$ cat src/uidr_pkg.sv
/*
 * Constants for the UART interrupt and DMA ready block: register indices, field positions,
 * reset values, identification codes, trigger levels and the receive idle timeout.
 * Assumes one channel; the 16-deep or 64-deep FIFO variant is picked by FIFO_DEPTH.
 */
package uidr_pkg;
    // **********************************************************************
    // Register indices (byte address is four times the index)
    // **********************************************************************
    localparam logic [2:0] IDX_DATA = 3'h0;
    localparam logic [2:0] IDX_IER = 3'h1;
    localparam logic [2:0] IDX_IIR_FCR = 3'h2;
    localparam logic [2:0] IDX_LSR = 3'h5;
    localparam logic [2:0] IDX_MSR = 3'h6;
    localparam logic [7:0] IER_RESET = 8'h00;
    localparam logic [7:0] FCR_RESET = 8'h00;
    // **********************************************************************
    // Field positions
    // **********************************************************************
    localparam int IER_RXDATA = 0;
    localparam int IER_THRE = 1;
    localparam int IER_LSR = 2;
    localparam int IER_MSR = 3;
    localparam int IER_XOFF = 5;
    localparam int IER_RTS = 6;
    localparam int IER_CTS = 7;
    localparam int FCR_FIFO_EN = 0;
    localparam int FCR_DMA_MODE = 3;
    localparam int FCR_TXTRIG_LO = 4;
    localparam int FCR_RXTRIG_LO = 6;
    // **********************************************************************
    // Identification codes, highest priority first
    // **********************************************************************
    localparam logic [5:0] CODE_LSR = 6'h06;
    localparam logic [5:0] CODE_TIMEOUT = 6'h0c;
    localparam logic [5:0] CODE_RXDATA = 6'h04;
    localparam logic [5:0] CODE_THRE = 6'h02;
    localparam logic [5:0] CODE_MSR = 6'h00;
    localparam logic [5:0] CODE_XOFF = 6'h10;
    localparam logic [5:0] CODE_FLOW = 6'h20;
    localparam logic [5:0] CODE_NONE = 6'h01;
    localparam int NSRC = 7;
    // **********************************************************************
    // FIFO variant and trigger levels
    // **********************************************************************
    localparam int FIFO_DEPTH = 16;
    localparam int CNT_W = 7;
    localparam logic [CNT_W-1:0] DEPTH_CNT = 7'(FIFO_DEPTH);
    localparam logic [CNT_W-1:0] RXT16_0 = 7'h01;
    localparam logic [CNT_W-1:0] RXT16_1 = 7'h04;
    localparam logic [CNT_W-1:0] RXT16_2 = 7'h08;
    localparam logic [CNT_W-1:0] RXT16_3 = 7'h0e;
    localparam logic [CNT_W-1:0] RXT64_0 = 7'h08;
    localparam logic [CNT_W-1:0] RXT64_1 = 7'h10;
    localparam logic [CNT_W-1:0] RXT64_2 = 7'h38;
    localparam logic [CNT_W-1:0] RXT64_3 = 7'h3c;
    localparam logic [CNT_W-1:0] TXT64_0 = 7'h08;
    localparam logic [CNT_W-1:0] TXT64_1 = 7'h10;
    localparam logic [CNT_W-1:0] TXT64_2 = 7'h20;
    localparam logic [CNT_W-1:0] TXT64_3 = 7'h38;
    // **********************************************************************
    // Receive idle timeout: four characters plus twelve bits, in bit times
    // **********************************************************************
    localparam int CHAR_BITS = 10;
    localparam int TO_W = 8;
    localparam logic [TO_W-1:0] TIMEOUT_BITS = 8'(4 * CHAR_BITS + 12);
endpackage : uidr_pkg

$ cat src/uidr_top.sv
/*
 * Interrupt prioritisation, interrupt clearing and DMA ready pins of one UART channel,
 * with an Avalon-MM slave for its registers.
 * Assumes the FIFO datapath, flow control and receiver run on clk_i and report counts,
 * status bits and one-cycle event pulses; only the CTS pin arrives asynchronously.
 */
// Our own choice: the Avalon-MM slave port.
`timescale 1ns/1ns
module uidr_top (
    input wire logic clk_i,
    input wire logic rstn_i,
    input wire logic [4:0] avs_address_i,
    input wire logic avs_read_i,
    input wire logic avs_write_i,
    input wire logic [31:0] avs_writedata_i,
    input wire logic [3:0] avs_byteenable_i,
    output logic [31:0] avs_readdata_o,
    output logic avs_waitrequest_o,
    input wire logic [uidr_pkg::CNT_W-1:0] rx_count_i,
    input wire logic [uidr_pkg::CNT_W-1:0] tx_count_i,
    input wire logic [7:0] rx_data_i,
    input wire logic [3:0] line_err_i,
    input wire logic [3:0] modem_bits_i,
    input wire logic rx_char_i,
    input wire logic bit_tick_i,
    input wire logic xoff_det_i,
    input wire logic special_det_i,
    input wire logic xon_det_i,
    input wire logic auto_cts_i,
    input wire logic auto_rts_i,
    input wire logic cts_i,
    input wire logic rts_i,
    output logic irq_o,
    output logic rx_dma_request_n_o,
    output logic tx_dma_request_n_o,
    output logic rx_pop_o,
    output logic tx_push_o,
    output logic [7:0] tx_data_o,
    output logic [7:0] fifo_control_o
);
    // **********************************************************************
    // Bus slave: every access waits one cycle, then completes
    // **********************************************************************
    logic ack_q;
    logic [31:0] rdata_q;
    logic [7:0] ier_q;
    logic [7:0] fcr_q;
    logic [5:0] frozen_q;
    logic [5:0] code;
    wire req = avs_read_i | avs_write_i;
    wire [2:0] idx = avs_address_i[4:2];
    wire rd_done = avs_read_i & ack_q;
    wire wr_done = avs_write_i & ack_q & avs_byteenable_i[0];
    wire rd_data = rd_done & (idx == uidr_pkg::IDX_DATA);
    wire rd_iir = rd_done & (idx == uidr_pkg::IDX_IIR_FCR);
    wire rd_lsr = rd_done & (idx == uidr_pkg::IDX_LSR);
    wire rd_msr = rd_done & (idx == uidr_pkg::IDX_MSR);
    wire wr_thr = wr_done & (idx == uidr_pkg::IDX_DATA);
    wire wr_ier = wr_done & (idx == uidr_pkg::IDX_IER);
    wire wr_fcr = wr_done & (idx == uidr_pkg::IDX_IIR_FCR);
    wire fifo_en = fcr_q[uidr_pkg::FCR_FIFO_EN];
    wire burst = fifo_en & fcr_q[uidr_pkg::FCR_DMA_MODE];
    wire rx_any = rx_count_i != '0;
    wire tx_empty = tx_count_i == '0;
    wire [7:0] lsr_view = {1'b0, tx_empty, tx_empty, line_err_i, rx_any};
    logic [7:0] rsel;
    // Ident read returns the code caught on the first cycle of the access
    always_comb
    begin
        rsel = 8'h00;
        case (idx)
            uidr_pkg::IDX_DATA: rsel = rx_data_i;
            uidr_pkg::IDX_IER: rsel = ier_q;
            uidr_pkg::IDX_IIR_FCR: rsel = {fifo_en, fifo_en, code};
            uidr_pkg::IDX_LSR: rsel = lsr_view;
            uidr_pkg::IDX_MSR: rsel = {4'h0, modem_bits_i};
            default: rsel = 8'h00;
        endcase
    end
    assign avs_waitrequest_o = req & ~ack_q;
    assign avs_readdata_o = rdata_q;
    assign fifo_control_o = fcr_q;
    always_ff @(posedge clk_i or negedge rstn_i)
    begin
        if (!rstn_i)
        begin
            ack_q <= 1'b0;
            rdata_q <= 32'h0000_0000;
            frozen_q <= uidr_pkg::CODE_NONE;
        end
        else
        begin
            ack_q <= req & ~ack_q;
            if (avs_read_i & ~ack_q)
            begin
                rdata_q <= {24'h00_0000, rsel};
                frozen_q <= code;
            end
        end
    end
    always_ff @(posedge clk_i or negedge rstn_i)
    begin
        if (!rstn_i)
        begin
            ier_q <= uidr_pkg::IER_RESET;
            fcr_q <= uidr_pkg::FCR_RESET;
            rx_pop_o <= 1'b0;
            tx_push_o <= 1'b0;
            tx_data_o <= 8'h00;
        end
        else
        begin
            rx_pop_o <= rd_data;
            tx_push_o <= wr_thr;
            if (wr_thr)
            begin
                tx_data_o <= avs_writedata_i[7:0];
            end
            if (wr_ier)
            begin
                ier_q <= avs_writedata_i[7:0];
            end
            if (wr_fcr)
            begin
                fcr_q <= avs_writedata_i[7:0];
            end
        end
    end
    // **********************************************************************
    // Trigger levels for the fitted FIFO variant
    // **********************************************************************
    logic [uidr_pkg::CNT_W-1:0] rx_trig;
    logic [uidr_pkg::CNT_W-1:0] tx_thr;
    wire [1:0] rx_sel = fcr_q[uidr_pkg::FCR_RXTRIG_LO +: 2];
    wire [1:0] tx_sel = fcr_q[uidr_pkg::FCR_TXTRIG_LO +: 2];
    generate
        if (uidr_pkg::FIFO_DEPTH == 16)
        begin : g_d16
            assign rx_trig = (rx_sel == 2'h3) ? uidr_pkg::RXT16_3 :
                             (rx_sel == 2'h2) ? uidr_pkg::RXT16_2 :
                             (rx_sel == 2'h1) ? uidr_pkg::RXT16_1 : uidr_pkg::RXT16_0;
            assign tx_thr = uidr_pkg::DEPTH_CNT;
        end
        else
        begin : g_d64
            assign rx_trig = (rx_sel == 2'h3) ? uidr_pkg::RXT64_3 :
                             (rx_sel == 2'h2) ? uidr_pkg::RXT64_2 :
                             (rx_sel == 2'h1) ? uidr_pkg::RXT64_1 : uidr_pkg::RXT64_0;
            assign tx_thr = (tx_sel == 2'h3) ? uidr_pkg::TXT64_3 :
                            (tx_sel == 2'h2) ? uidr_pkg::TXT64_2 :
                            (tx_sel == 2'h1) ? uidr_pkg::TXT64_1 : uidr_pkg::TXT64_0;
        end
    endgenerate
    wire [uidr_pkg::CNT_W-1:0] tx_free = uidr_pkg::DEPTH_CNT - tx_count_i;
    wire tx_room = (uidr_pkg::FIFO_DEPTH == 16) ? tx_empty : (tx_free > tx_thr);
    // Without FIFOs a single held character counts as reaching the trigger
    wire rx_at_trig = fifo_en ? (rx_count_i >= rx_trig) : rx_any;
    // **********************************************************************
    // Receive idle timer, counted in bit times
    // **********************************************************************
    logic [uidr_pkg::TO_W-1:0] idle_q;
    logic to_q;
    wire idle_hit = idle_q == uidr_pkg::TIMEOUT_BITS;
    always_ff @(posedge clk_i or negedge rstn_i)
    begin
        if (!rstn_i)
        begin
            idle_q <= '0;
            to_q <= 1'b0;
        end
        else
        begin
            if (!fifo_en || !rx_any || rx_char_i || rd_data)
            begin
                idle_q <= '0;
            end
            else if (bit_tick_i && !idle_hit)
            begin
                idle_q <= idle_q + 1'b1;
            end
            if (idle_hit && bit_tick_i && fifo_en && rx_any && !rx_char_i)
            begin
                to_q <= 1'b1;
            end
            else if (rd_data)
            begin
                to_q <= 1'b0;
            end
        end
    end
    // **********************************************************************
    // Sticky sources; a set in the clearing cycle wins
    // **********************************************************************
    logic cts_meta_q;
    logic cts_sync_q;
    logic cts_prev_q;
    logic rts_prev_q;
    logic [3:0] err_prev_q;
    logic [3:0] modem_prev_q;
    logic tx_empty_prev_q;
    logic lsr_q;
    logic thre_q;
    logic msr_q;
    logic xoff_q;
    logic special_q;
    logic cts_q;
    logic rts_q;
    wire err_new = |(line_err_i & ~err_prev_q);
    wire thre_set = tx_empty & ~tx_empty_prev_q;
    wire msr_set = modem_bits_i != modem_prev_q;
    wire xoff_set = xoff_det_i | special_det_i;
    wire xoff_clr = rd_iir | xon_det_i | (special_q & rx_char_i);
    wire cts_set = auto_cts_i & cts_sync_q & ~cts_prev_q;
    wire rts_set = auto_rts_i & rts_i & ~rts_prev_q;
    wire flow_clr = rd_iir | rd_msr;
    always_ff @(posedge clk_i or negedge rstn_i)
    begin
        if (!rstn_i)
        begin
            cts_meta_q <= 1'b0;
            cts_sync_q <= 1'b0;
            cts_prev_q <= 1'b0;
            rts_prev_q <= 1'b0;
            err_prev_q <= 4'h0;
            modem_prev_q <= 4'h0;
            tx_empty_prev_q <= 1'b0;
        end
        else
        begin
            cts_meta_q <= cts_i;
            cts_sync_q <= cts_meta_q;
            cts_prev_q <= cts_sync_q;
            rts_prev_q <= rts_i;
            err_prev_q <= line_err_i;
            modem_prev_q <= modem_bits_i;
            tx_empty_prev_q <= tx_empty;
        end
    end
    always_ff @(posedge clk_i or negedge rstn_i)
    begin
        if (!rstn_i)
        begin
            lsr_q <= 1'b0;
            thre_q <= 1'b0;
            msr_q <= 1'b0;
            xoff_q <= 1'b0;
            special_q <= 1'b0;
            cts_q <= 1'b0;
            rts_q <= 1'b0;
        end
        else
        begin
            lsr_q <= err_new | (lsr_q & ~rd_lsr);
            thre_q <= thre_set | (thre_q & ~(rd_iir | wr_thr));
            msr_q <= msr_set | (msr_q & ~rd_msr);
            xoff_q <= xoff_set | (xoff_q & ~xoff_clr);
            if (xoff_set)
            begin
                special_q <= special_det_i;
            end
            cts_q <= cts_set | (cts_q & ~flow_clr);
            rts_q <= rts_set | (rts_q & ~flow_clr);
        end
    end
    // **********************************************************************
    // Priority, freeze and interrupt output
    // **********************************************************************
    wire [6:0] pend;
    wire [5:0] live_code;
    assign pend[0] = lsr_q & ier_q[uidr_pkg::IER_LSR];
    assign pend[1] = to_q & ier_q[uidr_pkg::IER_RXDATA];
    assign pend[2] = rx_at_trig & ier_q[uidr_pkg::IER_RXDATA];
    assign pend[3] = thre_q & ier_q[uidr_pkg::IER_THRE];
    assign pend[4] = msr_q & ier_q[uidr_pkg::IER_MSR];
    assign pend[5] = xoff_q & ier_q[uidr_pkg::IER_XOFF];
    assign pend[6] = (cts_q & ier_q[uidr_pkg::IER_CTS]) | (rts_q & ier_q[uidr_pkg::IER_RTS]);
    wire pend_any = |pend;
    uidr_prio u_prio (
        .pend_i(pend),
        .code_o(live_code)
    );
    // Hold the code from the first wait cycle of an ident read to its completion
    wire iir_busy = avs_read_i & ack_q & (idx == uidr_pkg::IDX_IIR_FCR);
    assign code = iir_busy ? frozen_q : live_code;
    // **********************************************************************
    // DMA ready pins and registered interrupt
    // **********************************************************************
    logic rx_burst_q;
    logic tx_burst_q;
    always_ff @(posedge clk_i or negedge rstn_i)
    begin
        if (!rstn_i)
        begin
            irq_o <= 1'b0;
            rx_burst_q <= 1'b0;
            tx_burst_q <= 1'b0;
            rx_dma_request_n_o <= 1'b1;
            tx_dma_request_n_o <= 1'b1;
        end
        else
        begin
            irq_o <= pend_any;
            if ((rx_count_i == rx_trig) || to_q)
            begin
                rx_burst_q <= 1'b1;
            end
            else if (!rx_any)
            begin
                rx_burst_q <= 1'b0;
            end
            if (tx_room)
            begin
                tx_burst_q <= 1'b1;
            end
            else if (tx_count_i == uidr_pkg::DEPTH_CNT)
            begin
                tx_burst_q <= 1'b0;
            end
            rx_dma_request_n_o <= burst ? ~(rx_burst_q & rx_any) : ~rx_any;
            tx_dma_request_n_o <= burst ? ~tx_burst_q : ~tx_empty;
        end
    end
endmodule : uidr_top

$ cat src/uidr_prio.sv
/*
 * Fixed-priority encoder from the pending, enabled interrupt sources to the
 * identification code. Purely combinational; the caller freezes its output.
 */
`timescale 1ns/1ns
module uidr_prio (
    input wire logic [6:0] pend_i,
    output logic [5:0] code_o
);
    // **********************************************************************
    // Encoder, bit 0 of pend_i is the highest priority
    // **********************************************************************
    always_comb
    begin
        code_o = uidr_pkg::CODE_NONE;
        if (pend_i[0])
        begin
            code_o = uidr_pkg::CODE_LSR;
        end
        else if (pend_i[1])
        begin
            code_o = uidr_pkg::CODE_TIMEOUT;
        end
        else if (pend_i[2])
        begin
            code_o = uidr_pkg::CODE_RXDATA;
        end
        else if (pend_i[3])
        begin
            code_o = uidr_pkg::CODE_THRE;
        end
        else if (pend_i[4])
        begin
            code_o = uidr_pkg::CODE_MSR;
        end
        else if (pend_i[5])
        begin
            code_o = uidr_pkg::CODE_XOFF;
        end
        else if (pend_i[6])
        begin
            code_o = uidr_pkg::CODE_FLOW;
        end
    end
endmodule : uidr_prio

$ cat config.mk
export PLATFORM = sky130hd
export DESIGN_NAME = uidr_top
export DESIGN_NICKNAME = d
export VERILOG_FILES = /design/src/uidr_pkg.sv /design/src/uidr_top.sv /design/src/uidr_prio.sv
export SDC_FILE = /design/constraint.sdc
export NUM_CORES = 1
export LEC_CHECK = 0
export ABC_CLOCK_PERIOD_IN_PS = 2800
export BUFFER_PORTS_ARGS = -buffer_cell sky130_fd_sc_hd__buf_2
export CAP_MARGIN = 10
export CORE_MARGIN = 2
export CORE_UTILIZATION = 49
export CTS_CLUSTER_DIAMETER = 80
export DETAILED_ROUTE_END_ITERATION = 10
export PLACE_DENSITY = 0.87
export SLEW_MARGIN = 25
export SYNTH_ARGS = -nofsm -noshare
export SYNTH_HDL_FRONTEND = slang
export SYNTH_HIERARCHICAL = 1
export SYNTH_SLANG_ARGS = --single-unit
$ cat constraint.sdc
create_clock -name clk_i -period 2.8 [get_ports clk_i]
set_clock_uncertainty 0.05 [all_clocks]
set_input_delay 0.42 -clock clk_i [delete_from_list [all_inputs] [get_ports clk_i]]
set_output_delay 0.42 -clock clk_i [all_outputs]
set_load 0.02 [all_outputs]
==> impl_metrics.ini <==
[run]
drv_cap = 0

[detailed_routing]
drt_wl_total_um = 8220
wl_per_cell_um = 15.7
ant_nets = 0
first_iter_violations = 169
viasPerCell = 5.19
vias = 2727
drc = 0
dr.pass1.iters = 4

[floorplan]
num_io_pins = 138
coreArea_um2 = 7210
die-area_um2 = 8100
die-height_um = 90.0
start_util_pct = 50.3
die_width_um = 90.0
rows = 31

[place]
hpwlAfterDp_um = 6140
placed_cells = 507
io_buffers = 84
place_area_um2 = 4070
place_congestion = 0.887

[timing]
min_period_ns = 2.70
slew_headroom_pct = 62.1
finalSetupViolations = 0
clock.fmax_mhz = 370
fin_setup_tns_ns = 0
slew_viol_final = 0
final-hold-violation-count = 0
finalCritPeriodShare_pct = 96.4
tightest_slew_ns = 0.568

[setup_path]
reg2regPathDepth = 11
critical_path.max_stage_delay_ns = 0.43
arrival_ns = 2.93
worst_path_most_repeated_cell = nor2_2
worst-path-buf-inv = 0
crit_fanout = 5
cpMaxStageDelayCell = dfrtp_1
critPathCaptureType = flip-flop
crit_chain = nor2_2 -> ha_4 -> nand2b_4 -> a211oi_2 -> o2111a_1 -> nor2_2 -> or3_4 -> nor4b_4 -> mux2_4 -> a222oi_1 -> o21ai_1
startpoint_type = flip-flop
critical-path-top-delay-family = simple AND/OR/NAND/NOR gates
r2r_slack_ns = 0.10
critPathKind = reg -> reg
r2r_start = fifo_control_o[7]
worstReg2RegEnd = avs_readdata_o[4]
required_ns = 3.03

[synth]
async_flop_share_pct = 100
synth_edf_count = 0
synthFlopType = dfrtp_1
ys_top_cells_by_area = dfrtp_1 50%, mux2_1 5.3%, buf_4 5.0%
yosysWarningCount = 6
syn_avg_cell_area_um2 = 11.0
netlist_top_cells_count = 72 x dfrtp_1, 36 x nand2_1, 24 x buf_4
synth_area_um2 = 3630
synth.distinct_cells = 54
yosysMostFrequentCell = dfrtp_1
yosysTopAreaCellShare_pct = 49.7
ys_seq_area_share_pct = 51.1
netlist_instances = 330
synth_seq_cells = 74
synth_area_leader_cell = dfrtp_1

[final_layout]
drive_gt1_share_pct = 32.2
insertedDiodeCount = 0
final_area_um2 = 4390
syn_to_final_growth_pct = 21.2
final_nets = 514
instances_no_fill = 525

[clock_tree]
clkTransAtPathRegs_ns = 0.08
cts_tree = built
cts_buffer_depth = 2
cts_sinks = 74
clockRootBuffer = clkbuf_8
numCtsBuffers = 9
postCtsHoldBufs = 0
clock_latency_ns = 0.35
htree_levels = 3

[power_and_ir_drop]
power_density_nw_per_um2 = 684
p_leak_nw = 2.17
ir_worst_vdd_uv = 548

[grt]
overflow = 0
grt_pass1_wl_um = 13300
grt_use_total_pct = 20.7
antenna_found_initial = 0
grt_max_degree = 75
grt_pass1_vias = 2771

[hold_path]
hp-class = in -> async

[status]
outcome = finished clean
==> logic make-up after synthesis <==
kind of cell / synth area share (%)
multiplexers: 10.1
XOR/XNOR: 2.42
AND/OR/NAND/NOR: 14.6
AO/OA/AOI/OAI: 10.6
flip-flops: 51.1
buffers and inverters: 7.97
adder cells (fa/ha/maj): 3.11
other: 0.103
==> repair_timing <==
item                                    in CTS  in global routing
endpoints found under the setup margin       0                  4
setup buffers                                0                  2
gates resized for setup                      0                 10
==> metrics by stage <==
| step | hold WS, ns | util [%] | worst slack, ns | total power [mW] |
|---|---|---|---|---|
| after floorplan | 0.0744 | - | 0.167 | 1.73 |
| after global placement | 0.283 | 56.5 | 0.0119 | 1.92 |
| after detailed placement | 0.290 | 56.5 | -0.0271 | 1.95 |
| final | 0.0266 | 60.9 | 0.101 | 3.00 |
| after global routing | 0.0574 | 60.9 | -0.0543 | 3.14 |
| after CTS | 0.0431 | 59.9 | 0.0224 | 2.98 |
==> placed cells by master, fill, tap and decap left out, types with 6 or more instances in the layout <==
cell type	netlist	routed
buf_2	6	84
dfrtp_1	72	72
nand2_1	36	36
conb_1	1	24
inv_1	18	18
nor2_1	19	17
mux2_1	17	16
mux2_2	12	12
o21ai_0	10	10
clkbuf_8	0	9
nand3_1	8	8
ha_1	9	8
and2_1	7	7
o21ai_1	7	7
xor2_1	6	6
==> flip-flops by register name (all words and copies together) (netlist names), 4 cells and up <==
| name | cells |
|---|---|
| tx_data_o | 8 |
| ier_q | 8 |
| modem_prev_q | 4 |
| idle_q | 8 |
| fifo_control_o | 8 |
| err_prev_q | 4 |
| avs_readdata_o | 8 |
| frozen_q | 5 |
==> cell type report <==
type | count | area, um^2
Timing Repair Buffer | 89 | 470
Sequential cell | 74 | 1850
Fill cell | 619 | 2820
Tap cell | 99 | 124
Clock inverter | 7 | 124
Multi-Input combinational cell | 228 | 1630
Inverter | 19 | 71.3
Clock buffer | 9 | 124
==> report_power, final <==
part	switching, mW	total, mW	internal (mW)
combinational	0.397	0.672	0.275
clock	0.422	1.02	0.601
sequential	0.0996	1.31	1.21
==> routing by layer <==
| layer | GRT usage, % | part of all wire [%] | vias to the layer above |
|---|---|---|---|
| met1 | 27.4 | 44 | 1324 |
| met5 | 0 | 0 | - |
| met4 | 6.54 | 1.2 | 0 |
| met2 | 33.5 | 49 | 99 |
| met3 | 5.45 | 5.5 | 10 |
| li1 | - | - | 1294 |
==> worst reg2reg max path, cell delays in order, from the launching register on <==
cell and delay [ns]:
dfrtp_1 0.43, nor2_2 0.17, ha_4 0.22, nand2b_4 0.14, a211oi_2 0.20, o2111a_1 0.26
nor2_2 0.06, or3_4 0.38, nor4b_4 0.32, mux2_4 0.20, a222oi_1 0.08, o21ai_1 0.15
==> how the worst max path moves through the flow <==
stage / startpoint / to / slack (ns) / depth (start not counted)
after global routing: fifo_control_o[6] / avs_readdata_o[4] / -0.05 / 11
after global placement: rx_count_i[0] / avs_readdata_o[2] / 0.01 / 11
after floorplan: fifo_control_o[6] / avs_readdata_o[2] / 0.17 / 10
after CTS: fifo_control_o[6] / avs_readdata_o[4] / 0.02 / 11
after detailed placement: rx_count_i[0] / avs_readdata_o[4] / -0.03 / 12
final: fifo_control_o[7] / avs_readdata_o[4] / 0.10 / 11
Note: power is estimated with default switching activity, not from simulation.
